## src/hdl/asc_pkg.sv

```systemverilog
// Package: shared constants, carriers and helpers of the serial unit.
// Assumes one 100 MHz clock and a plain register port.
package asc_pkg;
    // ------------------------------------------------------------
    // Register map and reset values
    // ------------------------------------------------------------
    localparam logic [7:0] ASC_OFS_CTL1 = 8'h10;
    localparam logic [7:0] ASC_OFS_CTL2 = 8'h14;
    localparam logic [7:0] ASC_OFS_STAT = 8'h18;
    localparam logic [7:0] ASC_OFS_DATA = 8'h1c;
    localparam logic [7:0] ASC_CTL_RST  = 8'h00;
    // Status bit positions
    localparam int ASC_ST_TXE  = 0;
    localparam int ASC_ST_TXD  = 1;
    localparam int ASC_ST_RXF  = 2;
    localparam int ASC_ST_IDLE = 3;
    localparam int ASC_ST_PERR = 4;
    // ------------------------------------------------------------
    // Timing and frame lengths
    // ------------------------------------------------------------
    localparam int         ASC_BIT_CLKS  = 16;
    localparam logic [3:0] ASC_LEN_SHORT = 4'ha;
    localparam logic [3:0] ASC_LEN_LONG  = 4'hb;

    typedef struct packed {
        logic loopback_sel;
        logic uart_on;
        logic tx_polarity_flip;
        logic char_width_sel;
        logic wake_sel;
        logic idle_count_origin;
        logic parity_on;
        logic parity_odd_sel;
    } asc_ctl1_t;

    typedef struct packed {
        logic tx_empty_irq_en;
        logic tx_done_irq_en;
        logic rx_full_irq_en;
        logic idle_irq_en;
        logic tx_on;
        logic rx_on;
        logic rx_standby;
        logic break_send;
    } asc_ctl2_t;

    typedef struct packed {
        logic long_fmt;
        logic parity_on;
        logic parity_odd;
    } asc_fmt_t;

    typedef struct packed {
        logic [7:0]  addr;
        logic [15:0] wdata;
        logic        wr;
        logic        rd;
    } asc_bus_t;

    // Frame length in bits
    function automatic logic [3:0] asc_len(input logic long_fmt);
        return long_fmt ? ASC_LEN_LONG : ASC_LEN_SHORT;
    endfunction

    // Parity over the bits below the most significant position
    function automatic logic asc_par(input logic [8:0] d, input asc_fmt_t f);
        return (f.long_fmt ? ^d[7:0] : ^d[6:0]) ^ f.parity_odd;
    endfunction
endpackage

```

## src/hdl/asc_tx.sv

```systemverilog
// Transmit shifter: preamble, break and data frames, LSB first.
// Assumes en low holds it at rest and line is the raw level.
`timescale 1ns/1ps
`default_nettype none
module asc_tx import asc_pkg::*; #(
    parameter int BIT_CLKS = ASC_BIT_CLKS
) (
    // Clock and reset
    input  wire logic       clk_sys,
    input  wire logic       rstn,
    // Control
    input  wire logic       en,
    input  wire logic       tx_on,
    input  wire logic       brk,
    input  wire asc_fmt_t   fmt,
    input  wire logic       hold_valid,
    input  wire logic [8:0] hold_data,
    // Results
    output logic            line,
    output logic            take,
    output logic            done
);
    localparam int TW = $clog2(BIT_CLKS);
    typedef struct packed {
        logic [10:0]   sh;
        logic [3:0]    cnt;
        logic [TW-1:0] tmr;
        logic busy, pre_pend, brk_pend, tail, tx_on_d, brk_d, line, take;
    } asc_txs_t;
    asc_txs_t s, n;
    logic [8:0] d;
    logic       free;

    // ------------------------------------------------------------
    // Next state
    // ------------------------------------------------------------
    always_comb begin
        n = s;
        n.take = 1'b0;
        n.tx_on_d = tx_on;
        n.brk_d = brk;
        d = hold_data;
        if (tx_on && !s.tx_on_d) begin
            n.pre_pend = 1'b1;
        end
        // One break queued per rising edge of the break control
        if (brk && !s.brk_d) begin
            n.brk_pend = 1'b1;
        end
        free = !s.busy;
        if (s.busy) begin
            if (s.tmr == '0) begin
                n.tmr = TW'(BIT_CLKS - 1);
                n.sh  = {1'b1, s.sh[10:1]};
                n.cnt = s.cnt - 4'h1;
                free  = (s.cnt == 4'h1);
                n.busy = !free;
            end else begin
                n.tmr = s.tmr - 1'b1;
            end
        end
        // Frames start only while enabled; otherwise line stays idle
        if (free && tx_on) begin
            n.tmr = TW'(BIT_CLKS - 1);
            n.cnt = asc_len(fmt.long_fmt);
            // Break still held after a break frame: next break, no ones
            if (n.brk_pend || (s.tail && brk)) begin
                n.sh = '0;
                n.brk_pend = 1'b0;
                n.tail = 1'b1;
                n.pre_pend = 1'b0;
                n.busy = 1'b1;
            end else if (s.tail) begin
                n.sh = '1;
                n.cnt = 4'h1;
                n.tail = 1'b0;
                n.busy = 1'b1;
            end else if (n.pre_pend) begin
                n.sh = '1;
                n.pre_pend = 1'b0;
                n.busy = 1'b1;
            end else if (hold_valid) begin
                if (fmt.parity_on) begin
                    if (fmt.long_fmt) d[8] = asc_par(hold_data, fmt);
                    else d[7] = asc_par(hold_data, fmt);
                end
                n.sh = fmt.long_fmt ? {1'b1, d, 1'b0} : {2'b11, d[7:0], 1'b0};
                n.take = 1'b1;
                n.busy = 1'b1;
            end
        end
        if (!en) begin
            n = '0;
        end
        n.line = n.busy ? n.sh[0] : 1'b1;
    end

    // State register
    always_ff @(posedge clk_sys or negedge rstn) begin
        if (!rstn) begin
            s <= '0;
            s.line <= 1'b1;
        end else begin
            s <= n;
        end
    end

    assign line = s.line;
    assign take = s.take;
    assign done = !s.busy && !s.pre_pend && !s.brk_pend && !s.tail;
endmodule // asc_tx
`default_nettype wire

```

## src/hdl/asc_rx.sv

```systemverilog
// Receive sampler: mid-bit sampling, frame extraction and idle count.
// Assumes line is already synchronous to clk_sys.
`timescale 1ns/1ps
`default_nettype none
module asc_rx import asc_pkg::*; #(
    parameter int BIT_CLKS = ASC_BIT_CLKS
) (
    // Clock and reset
    input  wire logic       clk_sys,
    input  wire logic       rstn,
    // Control
    input  wire logic       en,
    input  wire logic       line,
    input  wire asc_fmt_t   fmt,
    input  wire logic       from_stop,
    // Results
    output logic            done,
    output logic [8:0]      data,
    output logic            perr,
    output logic            idle
);
    localparam int TW = $clog2(BIT_CLKS);
    typedef struct packed {
        logic [9:0]    sh;
        logic [8:0]    data;
        logic [3:0]    cnt, ones;
        logic [TW-1:0] tmr;
        logic busy, done, perr, idle;
    } asc_rxs_t;
    asc_rxs_t s, n;
    logic [3:0] len;

    // ------------------------------------------------------------
    // Next state
    // ------------------------------------------------------------
    always_comb begin
        n = s;
        n.done = 1'b0;
        n.idle = 1'b0;
        len = asc_len(fmt.long_fmt);
        if (!s.busy) begin
            if (!line) begin
                n.busy = 1'b1;
                n.cnt  = '0;
                n.ones = '0;
                n.tmr  = TW'(BIT_CLKS / 2);
            end else if (s.tmr == '0) begin
                n.tmr = TW'(BIT_CLKS - 1);
                if (s.ones != len) begin
                    n.ones = s.ones + 4'h1;
                    n.idle = (s.ones + 4'h1 == len);
                end
            end else begin
                n.tmr = s.tmr - 1'b1;
            end
        end else if (s.tmr == '0) begin
            n.tmr = TW'(BIT_CLKS - 1);
            n.cnt = s.cnt + 4'h1;
            if (s.cnt == '0) begin
                n.busy = !line;
            end else begin
                n.sh = {line, s.sh[9:1]};
                if (!from_stop) begin
                    n.ones = line ? s.ones + 4'h1 : 4'h0;
                end
                if (s.cnt == len - 4'h1) begin
                    n.busy = 1'b0;
                    n.done = 1'b1;
                    n.data = fmt.long_fmt ? n.sh[8:0] : {1'b0, n.sh[8:1]};
                    n.perr = fmt.parity_on && (asc_par(n.data, fmt) !=
                             (fmt.long_fmt ? n.data[8] : n.data[7]));
                end
            end
        end else begin
            n.tmr = s.tmr - 1'b1;
        end
        if (!en) begin
            n = '0;
        end
    end

    // State register
    always_ff @(posedge clk_sys or negedge rstn) begin
        if (!rstn) s <= '0;
        else s <= n;
    end

    assign done = s.done;
    assign data = s.data;
    assign perr = s.perr;
    assign idle = s.idle;
endmodule // asc_rx
`default_nettype wire

```

## src/hdl/asc_top.sv

```systemverilog
// Serial unit control: registers, pin takeover, loopback, wakeup.
// Assumes a plain register port with read data one cycle later.
`timescale 1ns/1ps
`default_nettype none
module asc_top import asc_pkg::*; #(
    parameter int BIT_CLKS = ASC_BIT_CLKS
) (
    // Clock and reset
    input  wire logic        clk_sys,
    input  wire logic        rstn,
    // Register port
    input  wire asc_bus_t    bus_req,
    output logic [15:0]      rd_data,
    // Transmit pin and its port fallback
    input  wire logic        pin0_in,
    output logic             pin0_out,
    output logic             pin0_oe,
    input  wire logic        port_out_zero,
    input  wire logic        port_dir_bit_zero,
    // Receive pin and its port fallback
    input  wire logic        pin1_in,
    output logic             pin1_out,
    output logic             pin1_oe,
    input  wire logic        port_out_one,
    input  wire logic        port_dir_bit_one,
    // Interrupt requests
    output logic             tx_irq,
    output logic             rx_irq
);
    typedef struct packed {
        asc_ctl1_t   c1;
        asc_ctl2_t   c2;
        logic        tx_empty, rx_full, idle, perr, armed;
        logic [8:0]  hold, rxd;
        logic [15:0] rdata;
    } asc_st_t;
    asc_st_t s, n;

    logic       tx_line, tx_take, tx_idle, tx_done_w;
    logic       rx_line, rx_done, rx_perr, rx_idle, rx_msb;
    logic [8:0] rx_data;
    asc_fmt_t   fmt;
    logic [4:0] stat;
    logic       ctl2_wr;

    // ------------------------------------------------------------
    // Format and pin routing
    // ------------------------------------------------------------
    assign fmt = '{long_fmt: s.c1.char_width_sel, parity_on: s.c1.parity_on,
                   parity_odd: s.c1.parity_odd_sel};
    // Pin 0 serves the transmitter whenever the unit is on
    assign pin0_oe  = s.c1.uart_on ? 1'b1 : port_dir_bit_zero;
    assign pin0_out = s.c1.uart_on ? tx_line ^ s.c1.tx_polarity_flip
                                   : port_out_zero;
    // Pin 1 serves the receiver whenever the unit is on and loopback is not selected
    assign pin1_oe  = s.c1.uart_on ? 1'b0 : port_dir_bit_one;
    assign pin1_out = port_out_one;
    // Loopback detaches the receive pin
    assign rx_line  = s.c1.loopback_sel ? tx_line : pin1_in;
    assign rx_msb   = s.c1.char_width_sel ? rx_data[8] : rx_data[7];
    // Done is forced while the unit is off
    assign tx_done_w = !s.c1.uart_on || (s.tx_empty && tx_idle);
    assign stat = {s.perr, s.idle, s.rx_full, tx_done_w, s.tx_empty};
    assign ctl2_wr = bus_req.wr && bus_req.addr == ASC_OFS_CTL2;

    // ------------------------------------------------------------
    // Transmitter and receiver
    // ------------------------------------------------------------
    asc_tx #(.BIT_CLKS(BIT_CLKS)) u_tx (
        .clk_sys    (clk_sys),
        .rstn       (rstn),
        .en         (s.c1.uart_on),
        .tx_on      (s.c2.tx_on),
        .brk        (s.c2.break_send),
        .fmt        (fmt),
        .hold_valid (!s.tx_empty),
        .hold_data  (s.hold),
        .line       (tx_line),
        .take       (tx_take),
        .done       (tx_idle)
    );

    asc_rx #(.BIT_CLKS(BIT_CLKS)) u_rx (
        .clk_sys    (clk_sys),
        .rstn       (rstn),
        .en         (s.c1.uart_on && s.c2.rx_on),
        .line       (rx_line),
        .fmt        (fmt),
        .from_stop  (s.c1.idle_count_origin),
        .done       (rx_done),
        .data       (rx_data),
        .perr       (rx_perr),
        .idle       (rx_idle)
    );

    // ------------------------------------------------------------
    // Register file and flags
    // ------------------------------------------------------------
    always_comb begin
        n = s;
        n.rdata = '0;
        // Software writes
        if (bus_req.wr) begin
            case (bus_req.addr)
                ASC_OFS_CTL1: n.c1 = bus_req.wdata[7:0];
                ASC_OFS_CTL2: n.c2 = bus_req.wdata[7:0];
                ASC_OFS_DATA: begin
                    n.hold = bus_req.wdata[8:0];
                    n.tx_empty = 1'b0;
                end
                default: ;
            endcase
        end
        // Software reads, data read clears receive flags
        if (bus_req.rd) begin
            case (bus_req.addr)
                ASC_OFS_CTL1: n.rdata = {8'h00, s.c1};
                ASC_OFS_CTL2: n.rdata = {8'h00, s.c2};
                ASC_OFS_STAT: n.rdata = {11'h000, stat};
                ASC_OFS_DATA: begin
                    n.rdata = {7'h00, s.rxd};
                    n.rx_full = 1'b0;
                    n.idle = 1'b0;
                    n.perr = 1'b0;
                end
                default: n.rdata = '0;
            endcase
        end
        // Hardware sets win over software clears
        if (tx_take || !s.c1.uart_on) begin
            n.tx_empty = 1'b1;
        end
        // Receive flags are set only on receiver events
        if (rx_done) begin
            if (!s.c2.rx_standby) begin
                n.rx_full = 1'b1;
                n.rxd = rx_data;
                n.perr = rx_perr;
                n.armed = 1'b1;
            end else if (s.c1.wake_sel && rx_msb) begin
                n.rx_full = 1'b1;
                n.rxd = rx_data;
                n.armed = 1'b1;
                if (!ctl2_wr) n.c2.rx_standby = 1'b0;
            end
        end
        if (rx_idle) begin
            if (s.c2.rx_standby) begin
                if (!s.c1.wake_sel && !ctl2_wr) n.c2.rx_standby = 1'b0;
            end else if (s.armed) begin
                n.idle = 1'b1;
                n.armed = 1'b0;
            end
        end
    end

    // State register
    always_ff @(posedge clk_sys or negedge rstn) begin
        if (!rstn) begin
            s <= '0;
            s.c1 <= ASC_CTL_RST;
            s.c2 <= ASC_CTL_RST;
            s.tx_empty <= 1'b1;
        end else begin
            s <= n;
        end
    end

    // ------------------------------------------------------------
    // Outputs
    // ------------------------------------------------------------
    assign rd_data = s.rdata;
    // Gated interrupt requests
    assign tx_irq = s.c1.uart_on && ((s.c2.tx_empty_irq_en && s.tx_empty) ||
                    (s.c2.tx_done_irq_en && tx_done_w));
    assign rx_irq = !s.c2.rx_standby && ((s.c2.rx_full_irq_en && s.rx_full) ||
                    (s.c2.idle_irq_en && s.idle));
endmodule // asc_top
`default_nettype wire

```

## config.mk

```make
export PLATFORM = sky130hd
export DESIGN_NAME = asc_top
export DESIGN_NICKNAME = d
export VERILOG_FILES = /design/src/hdl/asc_pkg.sv /design/src/hdl/asc_tx.sv /design/src/hdl/asc_rx.sv /design/src/hdl/asc_top.sv
export SDC_FILE = /design/constraint.sdc
export NUM_CORES = 1
export LEC_CHECK = 0
export ABC_CLOCK_PERIOD_IN_PS = 5790
export BUFFER_PORTS_ARGS = -buffer_cell sky130_fd_sc_hd__buf_4
export CAP_MARGIN = 25
export CORE_UTILIZATION = 40
export CTS_BUF_LIST = sky130_fd_sc_hd__clkbuf_8
export CTS_CLUSTER_SIZE = 28
export DETAILED_ROUTE_END_ITERATION = 16
export PLACE_DENSITY_LB_ADDON = 0.08
export RECOVER_POWER = 25
export SYNTH_ARGS = -nofsm -noshare
export SYNTH_HDL_FRONTEND = slang
export SYNTH_SLANG_ARGS = --single-unit
```

## constraint.sdc

```tcl
create_clock -name clk_sys -period 5.79 [get_ports clk_sys]
set_input_delay 1.158 -clock clk_sys [delete_from_list [all_inputs] [get_ports clk_sys]]
set_output_delay 1.158 -clock clk_sys [all_outputs]
set_load 0.03 [all_outputs]
```

==> run metrics <==
status finished, violations left; failing checks max-capacitance violations, max-slew violations; largest net degree at the start of global routing 60; H-tree lvl count 3; clock insertion delay at the later pin of the skew report between 300 and 400 ps; cell area after synthesis about 5500 um^2; share of cells above drive strength 1 0.204; I/O pin cnt 56; Flop pwr share 0.556; Worst Path Arrival slightly above 4000 ps; number of port buffers 38; global-route wire length before repair between 20000 and 25000 um; Syn. warnings 0; Core Footprint between 10000 and 15000 um^2; post-DR wirelength/cell around 17 um; clock buffer depth 2; clock skew roughly 7.5 ps; worst hold path class flip-flop to flip-flop; Logic pwr share 0.073; Post-synth EDFFs 0; Worst setup startpoint rstn; clock sink count between 100 and 150; CP max FO between 50 and 60; Post-Route WL 12200 um; cell family with most CP delay buffers and inverters; clk root buf clkbuf_8; fmax roughly 280 MHz; Peak VDD IR between 0.0001 and 0.00015 V; CP peak stage delay between 1500 and 2000 ps; Slew HR -0.887; setup bufs post-CTS 0; Sw Share 0.237; clock power share 0.371; Total Die Area roughly 14000 um^2; Post-Layout Cell Count about 710; sequential area share after synthesis 0.498; CP Data Required Time 6230 ps; Remaining DRCs 0; Row Count between 40 and 50; DR vias around 3800; Final Hold Viols 0; CTS buffer count 9; asr flop ratio synth 1.00; Yosys reg bits about 110; drt pass-1 iters 4; leakage power 0.00271 uW; CP max stage cell clkbuf_1; nets ~570; Routed Antenna Nets 0; starting density of the core 0.412; Synth cell types 56; startpoint types input port; antenna violations before repair 0; Slew @ Worst Pin around 2800 ps; vias per inst 5.29; vias in the first global route roughly 3700; ys flop type dfrtp_1; Fillers approximately 1300; hold path startpoint u_tx.take; CP Class input port to asynchronous set/reset pin; Ant. Diodes 0; Global Route Usage Sum 0.188; clk slew on worst S/H paths 90 ps; final slew viol count 52; R2R Path Start s[53]; Mapped Cells about 510; DPL Wire Length around 8700 um; internal power around 1100 uW; area growth from synthesis to layout 10.0%; maxcap violations 1; NetSw ~330 uW; unrepaired setup endpoints after global routing false; CTS tree done; Buffers & Inverters on Critical Path 2; final worst-path cycle share 0.623; Setup Viol. Count Final 0; Mapped Avg Cell Area around 11 um^2; Die X 119 um; hold buffers post-CTS 0; Power Dens Cells ~230 nW/um^2; placed cell count 694; critical path cell sequence clkbuf_1 -> buf_4; Resized Gates After CTS 0; grt total ovfl 0; Die Span Y around 120 um; crit end category asynchronous set/reset pin; final RePlAce weighted congestion approximately 0.79; DRT iter0 DRCs between 200 and 300; fin crit period around 3600 ps; TNS Setup 0 ps
-- worst paths after layout --
path	cells after the start	slack [ps]	end
hold reg to reg	1	460	s[38]
min in group asynchronous	1	1660	u_rx.s[8]
setup reg to reg	5	2630	u_rx.perr
hold / removal	1	460	s[38]
max in group clk_sys	4	2510	pin0_out
setup / recovery	2	2190	u_tx.take
-- state kept, by name, summed over array words and instances, names as in the netlist --
signal     cells
fmt            3
rd_data        9
s             36
u_rx.data      9
u_rx.done      1
u_rx.idle      1
u_rx.perr      1
u_rx.s        22
u_tx.line      1
u_tx.s        25
u_tx.take      1
-- logic make-up (layout without fill, tap and decap cells) --
group           Yosys count  count (layout)  share of synthesized area
mux                      69              69                      0.146
fa+ha+maj                 7               7                     0.0160
xor+xnor                 28              28                     0.0447
simple gates            144             144                      0.132
flops                   109             109                      0.498
compound gates           94              94                      0.109
buf+inv                  59              77                     0.0543
other cells               1               7                   0.000684
-- per-stage QoR --
step	setup slack (ps)	hold slack (ps)	instance area (um^2)	util	total power (uW)
after global routing	1590	478	6030	0.454	1480
after global placement	2950	425	5810	0.437	902
after detailed placement	2940	439	5810	0.437	904
after floorplan	2960	418	5510	-	859
after CTS	2700	462	6030	0.454	1430
final	2190	457	6030	0.454	1410
-- Yosys cell counts (all sizes together) (2+ instances only) --
cell type,number,area [um^2]
dfrtp,107,2680
nor2,47,176
mux2,36,405
nand2,29,109
mux2i,28,280
a21oi,27,135
o21ai,23,115
xnor2,23,201
buf,22,159
clkbuf,18,67.6
inv,18,67.6
nand3,11,60.1
nor2b,10,62.6
and2,8,50.1
a22oi,7,52.6
ha,7,87.6
o22ai,7,43.8
nand2b,6,37.5
nand4,6,37.5
nor3,6,30.0
a21o,5,38.8
mux4,5,113
o31ai,5,51.3
or2,5,31.3
xor2,5,43.8
a31oi,4,25.0
or3b,4,35.0
nor3b,3,22.5
nor4,3,18.8
a211oi,2,15.0
a221oi,2,17.5
dfstp,2,52.6
nand4bb,2,22.5
or3,2,12.5
-- layer usage --
layer | up-vias | track usage | share of wire
met4 | 0 | 0.0554 | 0.010
met2 | 90 | 0.266 | 0.43
met3 | 11 | 0.0489 | 0.047
met5 | - | 0 | 0
li1 | 1804 | - | -
met1 | 1856 | 0.279 | 0.52
-- placed cells by master, fill, tap and decap left out, types with 10 or more instances in the layout --
master / count
xnor2_1: 23
nor2b_1: 10
nand3_1: 10
nand2_1: 29
dfrtp_1: 107
buf_4: 39
clkbuf_8: 11
inv_1: 19
mux2_2: 36
nor2_1: 47
o21ai_0: 23
mux2i_1: 28
a21oi_1: 27
-- cell type report --
| class | instances | area, um^2 | share of cell area |
|---|---|---|---|
| Clock buffer | 11 | 151 | 0.0251 |
| Clock inverter | 5 | 73.8 | 0.0122 |
| Inverter | 19 | 71.3 | 0.0118 |
| Multi-Input combinational cell | 349 | 2480 | 0.411 |
| Sequential cell | 109 | 2730 | 0.453 |
| Tap cell | 176 | 220 | 0.0365 |
| Timing Repair Buffer | 42 | 308 | 0.0510 |
-- power by group through the flow --
| stage | sequential (uW) | combinational [uW] | clock [uW] |
|---|---|---|---|
| final | 784 | 103 | 523 |
| after global routing | 786 | 114 | 575 |
| after CTS | 784 | 105 | 545 |
| after detailed placement | 799 | 105 | 0 |
| after global placement | 799 | 104 | 0 |
| after floorplan | 791 | 67.3 | 0 |
-- worst register-to-register path: cells and delay by family, from the launching register on --
family,cells,cell delay [ps]
AND/OR/NAND/NOR,2,910
AO/OA/AOI/OAI,2,880
buffers and inverters,1,900
flip-flops,1,360
Note: power is estimated with default switching activity, not from simulation.
